## src/pkg/dmct_pkg.sv

```systemverilog
// Constants shared by both ends of the dual mode compare timer
package dmct_pkg;
  // Peripheral bus
  localparam int ADDR_W = 3;
  localparam int DATA_W = 8;
  localparam logic [ADDR_W-1:0] A_MODE = 3'h0;
  localparam logic [ADDR_W-1:0] A_FLAGS = 3'h1;
  localparam logic [ADDR_W-1:0] A_CNT_HI = 3'h2;
  localparam logic [ADDR_W-1:0] A_CNT_LO = 3'h3;
  localparam logic [ADDR_W-1:0] A_CMP_HI = 3'h4;
  localparam logic [ADDR_W-1:0] A_CMP_LO = 3'h5;
  localparam logic [ADDR_W-1:0] A_STBY = 3'h6;
  // Field positions of timer_flags_and_control
  localparam int B_HI_OVF = 7;
  localparam int B_HI_MATCH = 6;
  localparam int B_HI_OVF_IE = 5;
  localparam int B_HI_CLR = 4;
  localparam int B_LO_OVF = 3;
  localparam int B_LO_MATCH = 2;
  localparam int B_LO_OVF_IE = 1;
  localparam int B_LO_CLR = 0;
  localparam logic [7:0] FLAG_MASK = 8'hcc;
  // Other fields
  localparam int B_SPLIT = 6;
  localparam int B_STBY = 2;
  // Reset values
  localparam logic [7:0] FLAGS_RST = 8'h00;
  localparam logic [7:0] MODE_RST = 8'h00;
  localparam logic [7:0] STBY_RST = 8'hff;
  localparam logic [7:0] CNT_RST = 8'h00;
  localparam logic [7:0] CMP_RST = 8'hff;
  localparam logic [7:0] BYTE_ZERO = 8'h00;
  localparam logic [7:0] BYTE_MAX = 8'hff;
  // Host APB map
  localparam int PADDR_W = 12;
  localparam logic [PADDR_W-1:0] P_CMD = 12'h000;
  localparam logic [PADDR_W-1:0] P_STAT = 12'h004;
  localparam int C_ADDR_LSB = 0;
  localparam int C_WR = 3;
  localparam int C_WDATA_LSB = 8;
  localparam int S_BUSY = 0;
  localparam int S_RDATA_LSB = 8;
endpackage : dmct_pkg

```

## src/pkg/dmct_bus_if.sv

```systemverilog
// Byte-wide peripheral bus between controller and timer
`timescale 1ns/1ps
`default_nettype none
interface dmct_bus_if;
  import dmct_pkg::*;
  logic sel;
  logic wr;
  logic [ADDR_W-1:0] addr;
  logic [DATA_W-1:0] wdata;
  logic [DATA_W-1:0] rdata;
  logic ack;
  modport dev (input sel, input wr, input addr, input wdata, output rdata, output ack);
  modport hst (output sel, output wr, output addr, output wdata, input rdata, input ack);
endinterface : dmct_bus_if
`default_nettype wire

```

## src/logic/dmct_half.sv

```systemverilog
// One 8-bit counter half with load, clear and compare
`timescale 1ns/1ps
`default_nettype none
module dmct_half
  import dmct_pkg::*;
#(
  parameter int W = 8
) (
  input wire logic pclk,
  input wire logic presetn,
  input wire logic tick,
  input wire logic clr,
  input wire logic load,
  input wire logic [W-1:0] load_val,
  input wire logic [W-1:0] cmp,
  output logic [W-1:0] count_q,
  output logic at_max,
  output logic eq
);
  logic [W-1:0] count_d;
  logic [W-1:0] count_inc;

  assign count_inc = count_q + {{(W-1){1'b0}}, 1'b1};
  assign at_max = (count_q == BYTE_MAX);
  assign eq = (count_q == cmp);
  // A bus write wins over counting in the same cycle
  assign count_d = load ? load_val : clr ? BYTE_ZERO : tick ? count_inc : count_q;

  always_ff @(posedge pclk or negedge presetn) begin
    if (!presetn) begin
      count_q <= CNT_RST;
    end else begin
      count_q <= count_d;
    end
  end
endmodule : dmct_half
`default_nettype wire

```

## src/logic/dmct_device.sv

```systemverilog
// Timer end: counter halves, flags, control and byte bus with temporary latch
//
// Added by the designer: the APB register port and the register addresses.
`timescale 1ns/1ps
`default_nettype none
module dmct_device
  import dmct_pkg::*;
(
  input wire logic pclk,
  input wire logic presetn,
  dmct_bus_if.dev bus,
  input wire logic tick_lo,
  input wire logic tick_hi,
  input wire logic controller_timer_irq_enable_hi,
  input wire logic controller_timer_irq_enable_lo,
  output logic irq_hi_q,
  output logic irq_lo_q,
  output logic match_hi_q,
  output logic match_lo_q
);
  logic [7:0] flags_q;
  logic [7:0] flags_d;
  logic [7:0] armed_q;
  logic [7:0] armed_d;
  logic [7:0] mode_q;
  logic [7:0] module_clock_stop_one_q;
  logic [7:0] temp_q;
  logic [7:0] temp_d;
  logic [7:0] compare_upper_byte_q;
  logic [7:0] compare_lower_byte_q;
  logic [7:0] rdata_q;
  logic [7:0] rdata_d;
  logic ack_q;
  logic [7:0] counter_upper_byte;
  logic [7:0] counter_lower_byte;
  logic lo_max;
  logic hi_max;
  logic lo_eq;
  logic hi_eq;

  // Bus decode
  wire rd = bus.sel & ~bus.wr;
  wire wr = bus.sel & bus.wr;
  wire w_mode = wr & (bus.addr == A_MODE);
  wire w_flags = wr & (bus.addr == A_FLAGS);
  wire w_cnt_hi = wr & (bus.addr == A_CNT_HI);
  wire w_cnt_lo = wr & (bus.addr == A_CNT_LO);
  wire w_cmp_hi = wr & (bus.addr == A_CMP_HI);
  wire w_cmp_lo = wr & (bus.addr == A_CMP_LO);
  wire w_stby = wr & (bus.addr == A_STBY);
  wire r_flags = rd & (bus.addr == A_FLAGS);
  wire r_cnt_hi = rd & (bus.addr == A_CNT_HI);

  // Mode and standby
  wire split_mode_select = mode_q[B_SPLIT];
  wire timer_standby_ctrl = module_clock_stop_one_q[B_STBY];
  wire run = timer_standby_ctrl;
  wire wide = ~split_mode_select;

  // Counter loading through the temporary latch in wide mode
  wire ld_hi = split_mode_select ? w_cnt_hi : w_cnt_lo;
  wire ld_lo = w_cnt_lo;
  wire [7:0] hi_val = split_mode_select ? bus.wdata : temp_q;
  wire latch_wr = wide & (w_cnt_hi | w_cmp_hi);
  wire latch_rd = wide & r_cnt_hi;

  // Ticks: in wide mode the upper byte counts on lower overflow
  wire lo_tick = run & tick_lo;
  wire hi_tick = run & (split_mode_select ? tick_hi : (tick_lo & lo_max));

  // Match events fire on the tick that leaves the matching value
  wire match16 = lo_tick & lo_eq & hi_eq;
  wire hi_match_ev = split_mode_select ? (hi_tick & hi_eq) : match16;
  wire lo_match_ev = lo_tick & lo_eq;
  // A counter write in the same cycle swallows the overflow
  wire hi_ovf_ev = hi_tick & hi_max & ~ld_hi;
  wire lo_ovf_ev = lo_tick & lo_max & ~ld_lo;

  wire hi_clr = flags_q[B_HI_CLR] & hi_match_ev;
  wire lo_clr_split = flags_q[B_LO_CLR] & lo_match_ev;
  wire lo_clr = split_mode_select ? lo_clr_split : hi_clr;

  dmct_half #(
    .W(DATA_W)
  ) u_lo (
    .pclk(pclk),
    .presetn(presetn),
    .tick(lo_tick),
    .clr(lo_clr),
    .load(ld_lo),
    .load_val(bus.wdata),
    .cmp(compare_lower_byte_q),
    .count_q(counter_lower_byte),
    .at_max(lo_max),
    .eq(lo_eq)
  );

  dmct_half #(
    .W(DATA_W)
  ) u_hi (
    .pclk(pclk),
    .presetn(presetn),
    .tick(hi_tick),
    .clr(hi_clr),
    .load(ld_hi),
    .load_val(hi_val),
    .cmp(compare_upper_byte_q),
    .count_q(counter_upper_byte),
    .at_max(hi_max),
    .eq(hi_eq)
  );

  // Hardware set events placed at their flag positions
  wire [7:0] set_vec = {
    hi_ovf_ev,
    hi_match_ev,
    2'b00,
    lo_ovf_ev,
    lo_match_ev,
    2'b00
  };

  // Flag bits clear only on a zero written after reading them as one;
  // control bits are plain read/write
  genvar i;
  generate
    for (i = 0; i < DATA_W; i++) begin : g_flag
      if (FLAG_MASK[i]) begin : g_sticky
        wire clr_now = w_flags & ~bus.wdata[i] & armed_q[i];
        assign flags_d[i] = set_vec[i] | (flags_q[i] & ~clr_now);
        assign armed_d[i] = (r_flags & flags_q[i]) | (armed_q[i] & ~w_flags);
      end else begin : g_plain
        assign flags_d[i] = w_flags ? bus.wdata[i] : flags_q[i];
        assign armed_d[i] = 1'b0;
      end
    end
  endgenerate

  // Temporary latch: wide writes park the upper byte, wide upper counter byte reads park the lower
  assign temp_d = latch_wr ? bus.wdata : latch_rd ? counter_lower_byte : temp_q;

  // Read mux; the lower counter byte comes from the latch in wide mode
  wire [7:0] cnt_lo_rd = wide ? temp_q : counter_lower_byte;
  assign rdata_d = ~rd ? BYTE_ZERO :
                   (bus.addr == A_MODE) ? mode_q :
                   (bus.addr == A_FLAGS) ? flags_q :
                   (bus.addr == A_CNT_HI) ? counter_upper_byte :
                   (bus.addr == A_CNT_LO) ? cnt_lo_rd :
                   (bus.addr == A_CMP_HI) ? compare_upper_byte_q :
                   (bus.addr == A_CMP_LO) ? compare_lower_byte_q :
                   (bus.addr == A_STBY) ? module_clock_stop_one_q :
                   BYTE_ZERO;

  // Interrupt requests: overflow gated locally, all gated by the controller enable
  wire ovf_req_hi = flags_q[B_HI_OVF] & flags_q[B_HI_OVF_IE];
  wire ovf_req_lo = flags_q[B_LO_OVF] & flags_q[B_LO_OVF_IE];
  wire irq_hi_d = controller_timer_irq_enable_hi & (ovf_req_hi | flags_q[B_HI_MATCH]);
  wire irq_lo_d = controller_timer_irq_enable_lo & (ovf_req_lo | flags_q[B_LO_MATCH]);

  // Compare bytes; in wide mode the upper byte arrives from the latch
  wire cmp_hi_ld = split_mode_select ? w_cmp_hi : w_cmp_lo;
  wire [7:0] cmp_hi_val = split_mode_select ? bus.wdata : temp_q;

  always_ff @(posedge pclk or negedge presetn) begin
    if (!presetn) begin
      compare_upper_byte_q <= CMP_RST;
      compare_lower_byte_q <= CMP_RST;
      temp_q <= BYTE_ZERO;
    end else begin
      if (cmp_hi_ld) begin
        compare_upper_byte_q <= cmp_hi_val;
      end
      if (w_cmp_lo) begin
        compare_lower_byte_q <= bus.wdata;
      end
      temp_q <= temp_d;
    end
  end

  always_ff @(posedge pclk or negedge presetn) begin
    if (!presetn) begin
      flags_q <= FLAGS_RST;
      armed_q <= FLAGS_RST;
      mode_q <= MODE_RST;
      module_clock_stop_one_q <= STBY_RST;
    end else begin
      flags_q <= flags_d;
      armed_q <= armed_d;
      if (w_mode) begin
        mode_q <= bus.wdata;
      end
      if (w_stby) begin
        module_clock_stop_one_q <= bus.wdata;
      end
    end
  end

  always_ff @(posedge pclk or negedge presetn) begin
    if (!presetn) begin
      rdata_q <= BYTE_ZERO;
      ack_q <= 1'b0;
      irq_hi_q <= 1'b0;
      irq_lo_q <= 1'b0;
      match_hi_q <= 1'b0;
      match_lo_q <= 1'b0;
    end else begin
      rdata_q <= rdata_d;
      ack_q <= bus.sel;
      irq_hi_q <= irq_hi_d;
      irq_lo_q <= irq_lo_d;
      match_hi_q <= hi_match_ev;
      match_lo_q <= lo_match_ev;
    end
  end

  assign bus.rdata = rdata_q;
  assign bus.ack = ack_q;
endmodule : dmct_device
`default_nettype wire

```

## src/flat_wrapper.sv

```systemverilog
// flat-port wrapper written by rule: the top's interface ports become plain ports
module dmct_device_flat import dmct_pkg::*;
  (pclk, presetn, tick_lo, tick_hi, controller_timer_irq_enable_hi, controller_timer_irq_enable_lo, irq_hi_q, irq_lo_q, match_hi_q, match_lo_q, bus_sel, bus_wr, bus_addr, bus_wdata, bus_rdata, bus_ack);
  dmct_bus_if bus_i ();
  input wire logic pclk;
  input wire logic presetn;
  input wire logic tick_lo;
  input wire logic tick_hi;
  input wire logic controller_timer_irq_enable_hi;
  input wire logic controller_timer_irq_enable_lo;
  output logic irq_hi_q;
  output logic irq_lo_q;
  output logic match_hi_q;
  output logic match_lo_q;
  input wire logic [$bits(bus_i.sel)-1:0] bus_sel;
  input wire logic [$bits(bus_i.wr)-1:0] bus_wr;
  input wire logic [$bits(bus_i.addr)-1:0] bus_addr;
  input wire logic [$bits(bus_i.wdata)-1:0] bus_wdata;
  output wire logic [$bits(bus_i.rdata)-1:0] bus_rdata;
  output wire logic [$bits(bus_i.ack)-1:0] bus_ack;
  assign bus_i.sel = bus_sel;
  assign bus_i.wr = bus_wr;
  assign bus_i.addr = bus_addr;
  assign bus_i.wdata = bus_wdata;
  assign bus_rdata = bus_i.rdata;
  assign bus_ack = bus_i.ack;
  dmct_device u_core (.pclk(pclk), .presetn(presetn), .bus(bus_i), .tick_lo(tick_lo), .tick_hi(tick_hi), .controller_timer_irq_enable_hi(controller_timer_irq_enable_hi), .controller_timer_irq_enable_lo(controller_timer_irq_enable_lo), .irq_hi_q(irq_hi_q), .irq_lo_q(irq_lo_q), .match_hi_q(match_hi_q), .match_lo_q(match_lo_q));
endmodule
```

## config.mk

```make
export PLATFORM = sky130hd
export DESIGN_NAME = dmct_device_flat
export DESIGN_NICKNAME = d
export VERILOG_FILES = /design/src/pkg/dmct_pkg.sv /design/src/pkg/dmct_bus_if.sv /design/src/logic/dmct_half.sv /design/src/logic/dmct_device.sv /design/src/flat_wrapper.sv
export SDC_FILE = /design/constraint.sdc
export NUM_CORES = 1
export LEC_CHECK = 0
export BUFFER_PORTS_ARGS = -buffer_cell sky130_fd_sc_hd__buf_2
export CORE_UTILIZATION = 45
export DETAILED_ROUTE_END_ITERATION = 10
export PLACE_DENSITY = 0.74
export SLEW_MARGIN = 20
export SYNTH_ARGS = -nofsm -noshare
export SYNTH_HDL_FRONTEND = slang
export SYNTH_SLANG_ARGS = --single-unit
```

## constraint.sdc

```tcl
create_clock -name pclk -period 1.95 [get_ports pclk]
set_input_delay 0.195 -clock pclk [delete_from_list [all_inputs] [get_ports pclk]]
set_output_delay 0.195 -clock pclk [all_outputs]
set_load 0.005 [all_outputs]
```

* Word-level counts from Yosys, hierarchy flattened *
Cells that the tools add are included.

word-level totals
  register bits after elaboration = 81
  bits of input ports = 19
  output and inout port bits = 13
  logic and storage cells = 128

cells by class
  add/subtract/negate cells = 2
  eq/ne operators = 10
  mux-type cells = 23
  bitwise gates (word level) = 73
  reduce and logical (&&, ||, !) cells = 4

operators by type and width
  kind                 number
  $mux 8               18
  $and 1x1->1          49
  $add 8x1->8 const B  2
  $eq 8x8->1           2
  $eq 8x8->1 const B   2
  $not 1->1            13
  $or 1x1->1           11
  $eq 3x3->1 const B   3
  $eq 3x2->1 const B   2
  $reduce_bool 3->1    2
  $mux 1               5
  $eq 3x1->1 const B   1
  $logic_not 3->1      1
  $reduce_bool 2->1    1

* Longest topological paths before layout *
Gate-level depths: netlist of the first run.

  word-level depth = 10
  mapped depth = 7
  gate-level depth less buffers = 6

* By module *
A second synthesis of the first run with hierarchy kept.

second synthesis, totals
  cells, all modules = 407
  area total of the unflattened synthesis = 4433.0 um^2

modules (own cells, without submodules)
  module       instances  cells each  area each (um^2)  seq. area each (um^2)
  dmct_device  1          293         3324.4            1656.6
  dmct_half    2          57          554.3             200.2

* Worst setup path after synthesis of the first run *
OpenSTA, ideal clock, no wires.

  path kind = reg2reg
  from = reg u_core.u_lo.count_q[4]
  to = reg u_core.u_hi.count_q[4]
  setup time = 0.136 ns
  arrival time = 1.641 ns
  required time = 1.814 ns
  path slack = 0.174 ns
  cell stages (with the launch flop) = 7
  path buffers = 1
  clock period less this slack = 1.776 ns
  path through = dfrtp_1 -> buf_2 -> xor2_1 -> or3_1 -> or3_1 -> a31oi_4 -> o22ai_1

on the way
  longest elaborated chain between the ends = 9
  elaborated cells between the ends (all ways) = 13
  those cells by class = eq/ne (2); mux (4); bitwise (6); reduce/logical (1)

ends and longest elaborated chain
  element                   RTL line           source
  start: declaration        dmct_half.sv:16    output logic [W-1:0] count_q,
  start signal: assignment  dmct_half.sv:33    count_q <= count_d;
  $eq 8x8->1                dmct_half.sv:24    assign at_max = (count_q == BYTE_MAX);
  $and 1x1->1               dmct_device.sv:69  wire hi_tick = run & (split_mode_select ? tick_hi : (tick_lo & lo_max));
  $mux 1                    dmct_device.sv:69
  $and 1x1->1               dmct_device.sv:69
  $and 1x1->1               dmct_device.sv:73  wire hi_match_ev = split_mode_select ? (hi_tick & hi_eq) : match16;
  $mux 1                    dmct_device.sv:73
  $and 1x1->1               dmct_device.sv:79  wire hi_clr = flags_q[B_HI_CLR] & hi_match_ev;
  $mux 8 (2 in series)      dmct_half.sv:27    assign count_d = load ? load_val : clr ? BYTE_ZERO : tick ? count_inc : count_q;
  end signal: assignment    dmct_half.sv:33
  end: declaration          dmct_half.sv:16

Parallel ways exist; a longest one is shown, timed or not.
A chain may end at the register's enable or synchronous reset.

* Worst setup path after layout of the first run *
  from = reg u_core.compare_lower_byte_q[7]
  to = reg u_core.u_hi.count_q[6]

on the way
  longest elaborated chain between the ends = 7
  elaborated cells between the ends (all ways) = 8
  those cells by class = eq/ne (1); mux (3); bitwise (3); reduce/logical (1)

ends and longest elaborated chain
  element                        RTL line            source
  start: declaration             dmct_device.sv:30   logic [7:0] compare_lower_byte_q;
  start signal: assignment       dmct_device.sv:174  compare_lower_byte_q <= bus.wdata;
  $eq 8x8->1 (*)                 dmct_half.sv:25     assign eq = (count_q == cmp);
  $and 1x1->1 (*) (2 in series)  dmct_device.sv:72   wire match16 = lo_tick & lo_eq & hi_eq;
  $mux 1 (*)                     dmct_device.sv:73
  $and 1x1->1 (*)                dmct_device.sv:79
  $mux 8 (2 in series)           dmct_half.sv:27

Mark *: on every way between the ends. The rest lies on a longest branch, timed or not.

==> results of run 1 <==
-- how the worst max path moves through the flow --
stage,endpoint
5_1_grt,u_core.u_hi.count_q[5]$_DFFE_PN0P_
3_5_place_dp,u_core.u_lo.count_q[6]$_DFFE_PN0P_
3_3_place_gp,u_core.u_lo.count_q[6]$_DFFE_PN0P_
2_1_floorplan,u_core.u_hi.count_q[4]$_DFFE_PN0P_
4_1_cts,u_core.u_lo.count_q[6]$_DFFE_PN0P_
6_report,u_core.u_hi.count_q[6]$_DFFE_PN0P_
-- metrics by stage --
step	cell area (um^2)	setup WS [ns]
5_1_grt	5050	-0.02473
4_1_cts	5044	0.02982
2_1_floorplan	4263	0.1737
3_5_place_dp	4771	0.05115
6_report	5050	0.02852
3_3_place_gp	4771	0.06009
-- kinds of logic after synthesis --
group / after synthesis / share of synthesized area
adder cells (fa/ha/maj): 2 / 0.005869
buffers and inverters: 29 / 0.02906
multiplexers: 37 / 0.09686
AO/OA/AOI/OAI: 100 / 0.1520
AND/OR/NAND/NOR: 144 / 0.1679
XOR/XNOR: 32 / 0.06575
flip-flops: 81 / 0.4825
-- synthesized netlist by cell type, types with 7 or more instances --
cell type	number
xor2_1	19
clkbuf_1	15
dfstp_2	24
a211oi_1	8
and3_1	7
a21oi_1	35
nor2b_1	18
xnor2_1	13
mux2i_1	12
mux2_2	24
o22ai_1	14
nand2_1	52
nor2_1	24
dfrtp_1	57
buf_2	12
o211ai_1	8
o21ai_0	16
nand3_1	9
nand4_1	7
-- registers in the layout, summed over array words and instances (netlist names), 4 cells and up --
name / cells
u_core.u_hi.count_q: 8
u_core.temp_q: 8
u_core.armed_q: 4
u_core.compare_upper_byte_q: 8
u_core.module_clock_stop_one_q: 8
u_core.compare_lower_byte_q: 8
u_core.u_lo.count_q: 8
u_core.mode_q: 8
u_core.flags_q: 8
u_core.bus.rdata: 8
-- routing by layer --
layer | track usage | vias up
met4 | 0.1425 | 0
met2 | 0.3996 | 167
li1 | - | 1627
met3 | 0.05762 | 45
met1 | 0.3326 | 1816
met5 | 0 | -
-- layout make-up --
cell class / count / share of cell area
inverters: 2 / 0.001487
clock buffers: 10 / 0.02725
well taps: 111 / 0.02750
flip-flops and latches: 81 / 0.4073
clock inverters: 6 / 0.02279
repair buffers: 75 / 0.1001
multi-input cells: 315 / 0.4135
-- power groups by stage --
stage                     sequential, mW  combinational [mW]  clock [mW]
final                               2.82                2.09        1.53
after detailed placement            2.83                2.05           0
after CTS                           2.80                2.07        1.55
after global routing                2.87                2.29        1.62
after global placement              2.79                2.01           0
after floorplan                     2.69                1.35           0
-- cell usage in the layout, fill, tap and decap left out, types with 9 or more instances in the layout --
cell type,synthesis,routed
a21oi_1,35,35
buf_2,12,30
buf_4,0,42
clkbuf_8,0,10
dfrtp_1,57,57
dfstp_2,24,24
mux2_2,24,24
mux2i_1,12,12
nand2_1,52,52
nand3_1,9,9
nor2_1,24,24
nor2b_1,18,18
o21ai_0,16,16
o22ai_1,14,14
xnor2_1,13,13
xor2_1,19,19
-- worst reg2reg max path: stages (launching register included) --
cell and delay [ns]:
dfstp_2 0.56, xnor2_1 0.15, nand4_1 0.17, or3_4 0.43
a31oi_4 0.32, o22ai_1 0.15
-- what timing repair did --
action	CTS	global route
resized for setup	0	2
endpoints found under the setup margin	0	15
hold buffers	2	0
hold endpoints to repair	28	0
==> qor.csv, run 1 <==
metric,value,unit
synth-async-reset-ratio,1.000,
met3_length,716,um
power.share.switching,0.3469,
ys_ff_latch,81,
start_kind,register,
syn-cell-area,4263,um^2
cts_sinks,81,
path_clk_slew,0.09,ns
crit_path_top_delay_cell,dfstp_2,
critPathKind,reg2reg,
yosysTopAreaCell,dfrtp_1,
worst_pin_slew,0.4300,ns
period_minus_slack,1.921,ns
slew_headroom,0.7051,
hp-class,in2reg,
num_vias,3655,
floorplan.initialDensity,0.4635,
cts_buffer_depth,2,
syn_to_final_growth,18.46,%
cp-startpoint,u_core.compare_lower_byte_q[7]$_DFFE_PN1P_,
combPwrFrac,0.325,
yosysWarnings,0,
cp.required,2.17,ns
p_leak,2.208,nW
path_delay_family,simple AND/OR/NAND/NOR gates,
grt-ovfl-total,0,
core,9196,um^2
p_sw,2.233,mW
die_h,99.33,um
r2r_cells,5,
io_buffers,31,
hold_depth,2,
wl_per_cell,19.84,um
finalNonFillerCells,600,
p_int,4.203,mW
grt_pass1_wl,18940,um
regArea,2057,um^2
utilization,0.5491,
root_buffer,clkbuf_8,
seqPwrFrac,0.437,
hold_path_end,u_core.irq_lo_q$_DFF_PN0_,
cts_tree,done,
routed_wl,11900,um
syn-instance-count,425,
diodes,0,
outcome,"complete, but fails checks",
antenna_found_initial,0,
rrSetupSlack,0.03,ns
cp_cell_sequence,"xnor2_1, nand4_1, or3_4, a31oi_4, o22ai_1",
synth_edf_count,0,
p_total,6.436,mW
drive_above_1_share,0.2945,
avgSynthCellArea,10.03,um^2
yosysSeqAreaShare,0.4825,
rows,35,
skew,0.01592,ns
setup_viol,0,
rsz0062_at_grt,yes,
io-pin-count,32,
grt_use_total,0.2567,
gp_congestion,0.9600,
synth.net_count,446,
hold_violations,0,
multi_input_area,2088,um^2
max-cap-violations,0,
cts_setup_buffers,0,
n_fill_cell,824,
drc,1,
period_share,0.9854,
cts_made_buffers,9,
cp_max_fo,8,
slew_viol_final,0,
drt_iter0_drc,248,
first_global_vias,3504,
die_area,9866,um^2
placedCellCount,582,
grt_max_degree,53,
clk_latency,0.36,ns
path_depth,5,
violations,DRC,
dr.pass1.iters,8,
reg2reg_from,u_core.compare_lower_byte_q[7]$_DFFE_PN1P_,
synthFlopType,dfrtp_1,
hp-start,controller_timer_irq_enable_lo,
whs,0.04774,ns
finalSetupTns,0,ns
r2r-end,u_core.u_hi.count_q[6]$_DFFE_PN0P_,
post-dp-hpwl,8581,um
power_density,1275,nW/um^2
drtAntennaViolNets,0,
netlist-cell-type-count,43,
power_frac_clock,0.238,
timing.fmax,520.4,MHz
wl_met2,5525,um
synthTopCellsByArea,"dfrtp_1 (33%), dfstp_2 (15%), mux2_2 (6.3%)",
cp.arrival,2.14,ns
finalNetCount,505,
cp_slowest_stage_delay,0.56,ns
vias_per_cell,6.092,
end_kind,register,
fp.dieW,99.33,um
worst-path-buf-inv,0,
ctsHtreeMaxLevel,3,
ir_drop,0.4737,mV
yosysTopAreaCellShare,0.3346,
met1Wirelength,5046,um
highest_layer,met4,
(Power assumes the default switching activity.)
==> inputs of run 2 (changes only) <==
BUFFER_PORTS_ARGS = default   (was -buffer_cell sky130_fd_sc_hd__buf_2)
DONT_BUFFER_PORTS = 1   (was default)
PLACE_DENSITY = 0.71   (was 0.74)
REMOVE_ABC_BUFFERS = 1   (was default)
==> qor.csv, run 2 (same netlist as run 1, synthesis figures left out) <==
metric,value,unit,change
outcome,"complete, but fails checks",,
violations,hold timing,,
cp.required,2.18,ns,about the same
whs,-0.4808,ns,-0.5286 ns
period_minus_slack,1.923,ns,+0.001467 ns
cp_cell_sequence,"xor2_1, or3_1, or3_4, a31oi_4, o22ai_1",,
r2r_cells,5,,unchanged
routed_wl,11830,um,-0.59%
timing.fmax,520.0,MHz,about the same
io-pin-count,32,,unchanged
cp.arrival,2.15,ns,about the same
cts_tree,done,,
cts_buffer_depth,2,,unchanged
io_buffers,0,,-100%
crit_path_top_delay_cell,dfstp_2,,
cts_made_buffers,9,,unchanged
drtAntennaViolNets,0,,unchanged
post-dp-hpwl,8007,um,-6.7%
layout_commonest_cell,dfrtp_1,,
cp_max_fo,8,,unchanged
r2r-end,u_core.u_hi.count_q[6]$_DFFE_PN0P_,,
finalSetupTns,0,ns,unchanged
die_h,99.33,um,unchanged
reg2reg_from,u_core.compare_lower_byte_q[4]$_DFFE_PN1P_,,
use_met1,0.3195,,-0.01309
drive_above_1_share,0.2375,,-0.05701
start_kind,register,,
n_fill_cell,830,,+0.73%
rrSetupSlack,0.03,ns,about the same
holdBufCountCts,12,,+10
met3_usage,0.05341,,-0.004216
path_clk_slew,0.09,ns,about the same
drc,0,,-1
critPathKind,reg2reg,,
dr.pass1.iters,5,,-3
drt_iter0_drc,356,,+44%
mostFrequentLayoutCells,"dfrtp_1 (56), nand2_1 (51), a21oi_1 (35)",,
floorplan.initialDensity,0.4635,,unchanged
setup_viol,0,,unchanged
diodes,0,,unchanged
first_global_vias,3530,,+0.74%
cp_slowest_stage_delay,0.57,ns,about the same
antenna_found_initial,0,,unchanged
use_met2,0.4263,,+0.02671
slew_viol_final,0,,unchanged
ctsHtreeMaxLevel,3,,unchanged
num_vias,3484,,-4.7%
finalNetCount,475,,-5.9%
rows,35,,unchanged
hp-class,in2async,,
grt_use_total,0.2561,,-0.0006052
core,9196,um^2,unchanged
grt-ovfl-total,0,,unchanged
clk_latency,0.36,ns,about the same
end_kind,register,,
syn_to_final_growth,14.65,%,
wl_per_cell,20.76,um,+4.6%
period_share,0.9861,,about the same
max-cap-violations,0,,unchanged
fp.dieW,99.33,um,unchanged
cts_sinks,81,,unchanged
die_area,9866,um^2,unchanged
ir_drop,0.4397,mV,-7.2%
worst_pin_slew,0.5671,ns,+0.1370 ns
hold_violations,81,,+81
skew,0.007759,ns,-0.008157 ns
slew_headroom,0.6212,,-0.08393
p_leak,2.045,nW,-7.4%
grt_max_degree,82,,+55%
root_buffer,clkbuf_8,,
grt_busiest_layer,met2,,
rsz0062_at_grt,yes,,
vias_per_cell,6.112,,+0.34%
power_density,1247,nW/um^2,-2.1%
gp_congestion,0.8991,,-6.3%
grt_pass1_wl,19030,um,+0.48%
[run 2: changes by cell type in the layout (fill, tap and decap cells not counted), moves of 2 or more]
cell           delta
buf_2            -30
buf_4             -9
bufinv_16         -2
clkinvlp_4        +2
dlygate4sd3_1    +10
inv_6             +2
xnor2_1           -2
xnor2_2           +2
[run 2: critical path: cells and delay by family (launching register included)]
family / cells / cell delay (ns)
XOR/XNOR: 1 / 0.08
AO/OA/AOI/OAI: 2 / 0.47
flip-flops: 1 / 0.57
AND/OR/NAND/NOR: 2 / 0.66
[run 2: cell type report]
class	count	area, um^2	area share
Multi-Input combinational cell	315	2112	0.4322
Sequential cell	81	2058	0.4211
Timing Repair Buffer	45	367.9	0.07527
Tap cell	111	138.9	0.02842
Clock buffer	9	123.9	0.02535
Clock inverter	7	78.83	0.01613
Inverter	2	7.507	0.001536
[run 2: timing repair]
| action | CTS | global route |
|---|---|---|
| buffers inserted | 0 | 2 |
| hold endpoints to repair | 125 | 81 |
| setup endpoints to repair | 0 | 16 |
| resized for setup | 0 | 7 |
[run 2: metal layers]
metal	routed length (um)	up-vias
li1	-	1577
met1	5019	1702
met2	5627	163
met3	732	42
met4	452	0
met5	0	-
[run 2: where the power goes]
part | leakage, nW | total [mW] | switching [mW] | internal, mW
clock network | 0.0925 | 1.27 | 0.666 | 0.602
logic | 0.980 | 1.98 | 0.970 | 1.01
registers | 0.973 | 2.85 | 0.530 | 2.32
[run 2: metrics by stage]
| step | total power [mW] | setup slack [ns] | cell area, um^2 | instances | util |
|---|---|---|---|---|---|
| 2_1_floorplan | 3.982 | -0.3162 | 4146 | 398 | - |
| 3_3_place_gp | 4.630 | 0.09007 | 4518 | 540 | 0.4913 |
| 3_5_place_dp | 4.700 | 0.04490 | 4518 | 540 | 0.4913 |
| 4_1_cts | 6.011 | 0.02822 | 4841 | 568 | 0.5264 |
| 5_1_grt | 6.444 | -0.01660 | 4887 | 570 | 0.5314 |
| 6_report | 6.095 | 0.02705 | 4887 | 570 | 0.5314 |
[run 2: worst max-delay path by stage]
stage	startpoint	end	slack, ns
2_1_floorplan	u_core.mode_q[6]$_DFFE_PN0P_	u_core.u_hi.count_q[4]$_DFFE_PN0P_	-0.32
3_3_place_gp	u_core.module_clock_stop_one_q[2]$_DFFE_PN1P_	u_core.u_hi.count_q[6]$_DFFE_PN0P_	0.09
3_5_place_dp	u_core.module_clock_stop_one_q[2]$_DFFE_PN1P_	u_core.u_hi.count_q[6]$_DFFE_PN0P_	0.04
4_1_cts	u_core.module_clock_stop_one_q[2]$_DFFE_PN1P_	u_core.u_hi.count_q[6]$_DFFE_PN0P_	0.03
5_1_grt	u_core.compare_lower_byte_q[4]$_DFFE_PN1P_	u_core.u_hi.count_q[5]$_DFFE_PN0P_	-0.02
6_report	u_core.compare_lower_byte_q[4]$_DFFE_PN1P_	u_core.u_hi.count_q[6]$_DFFE_PN0P_	0.03
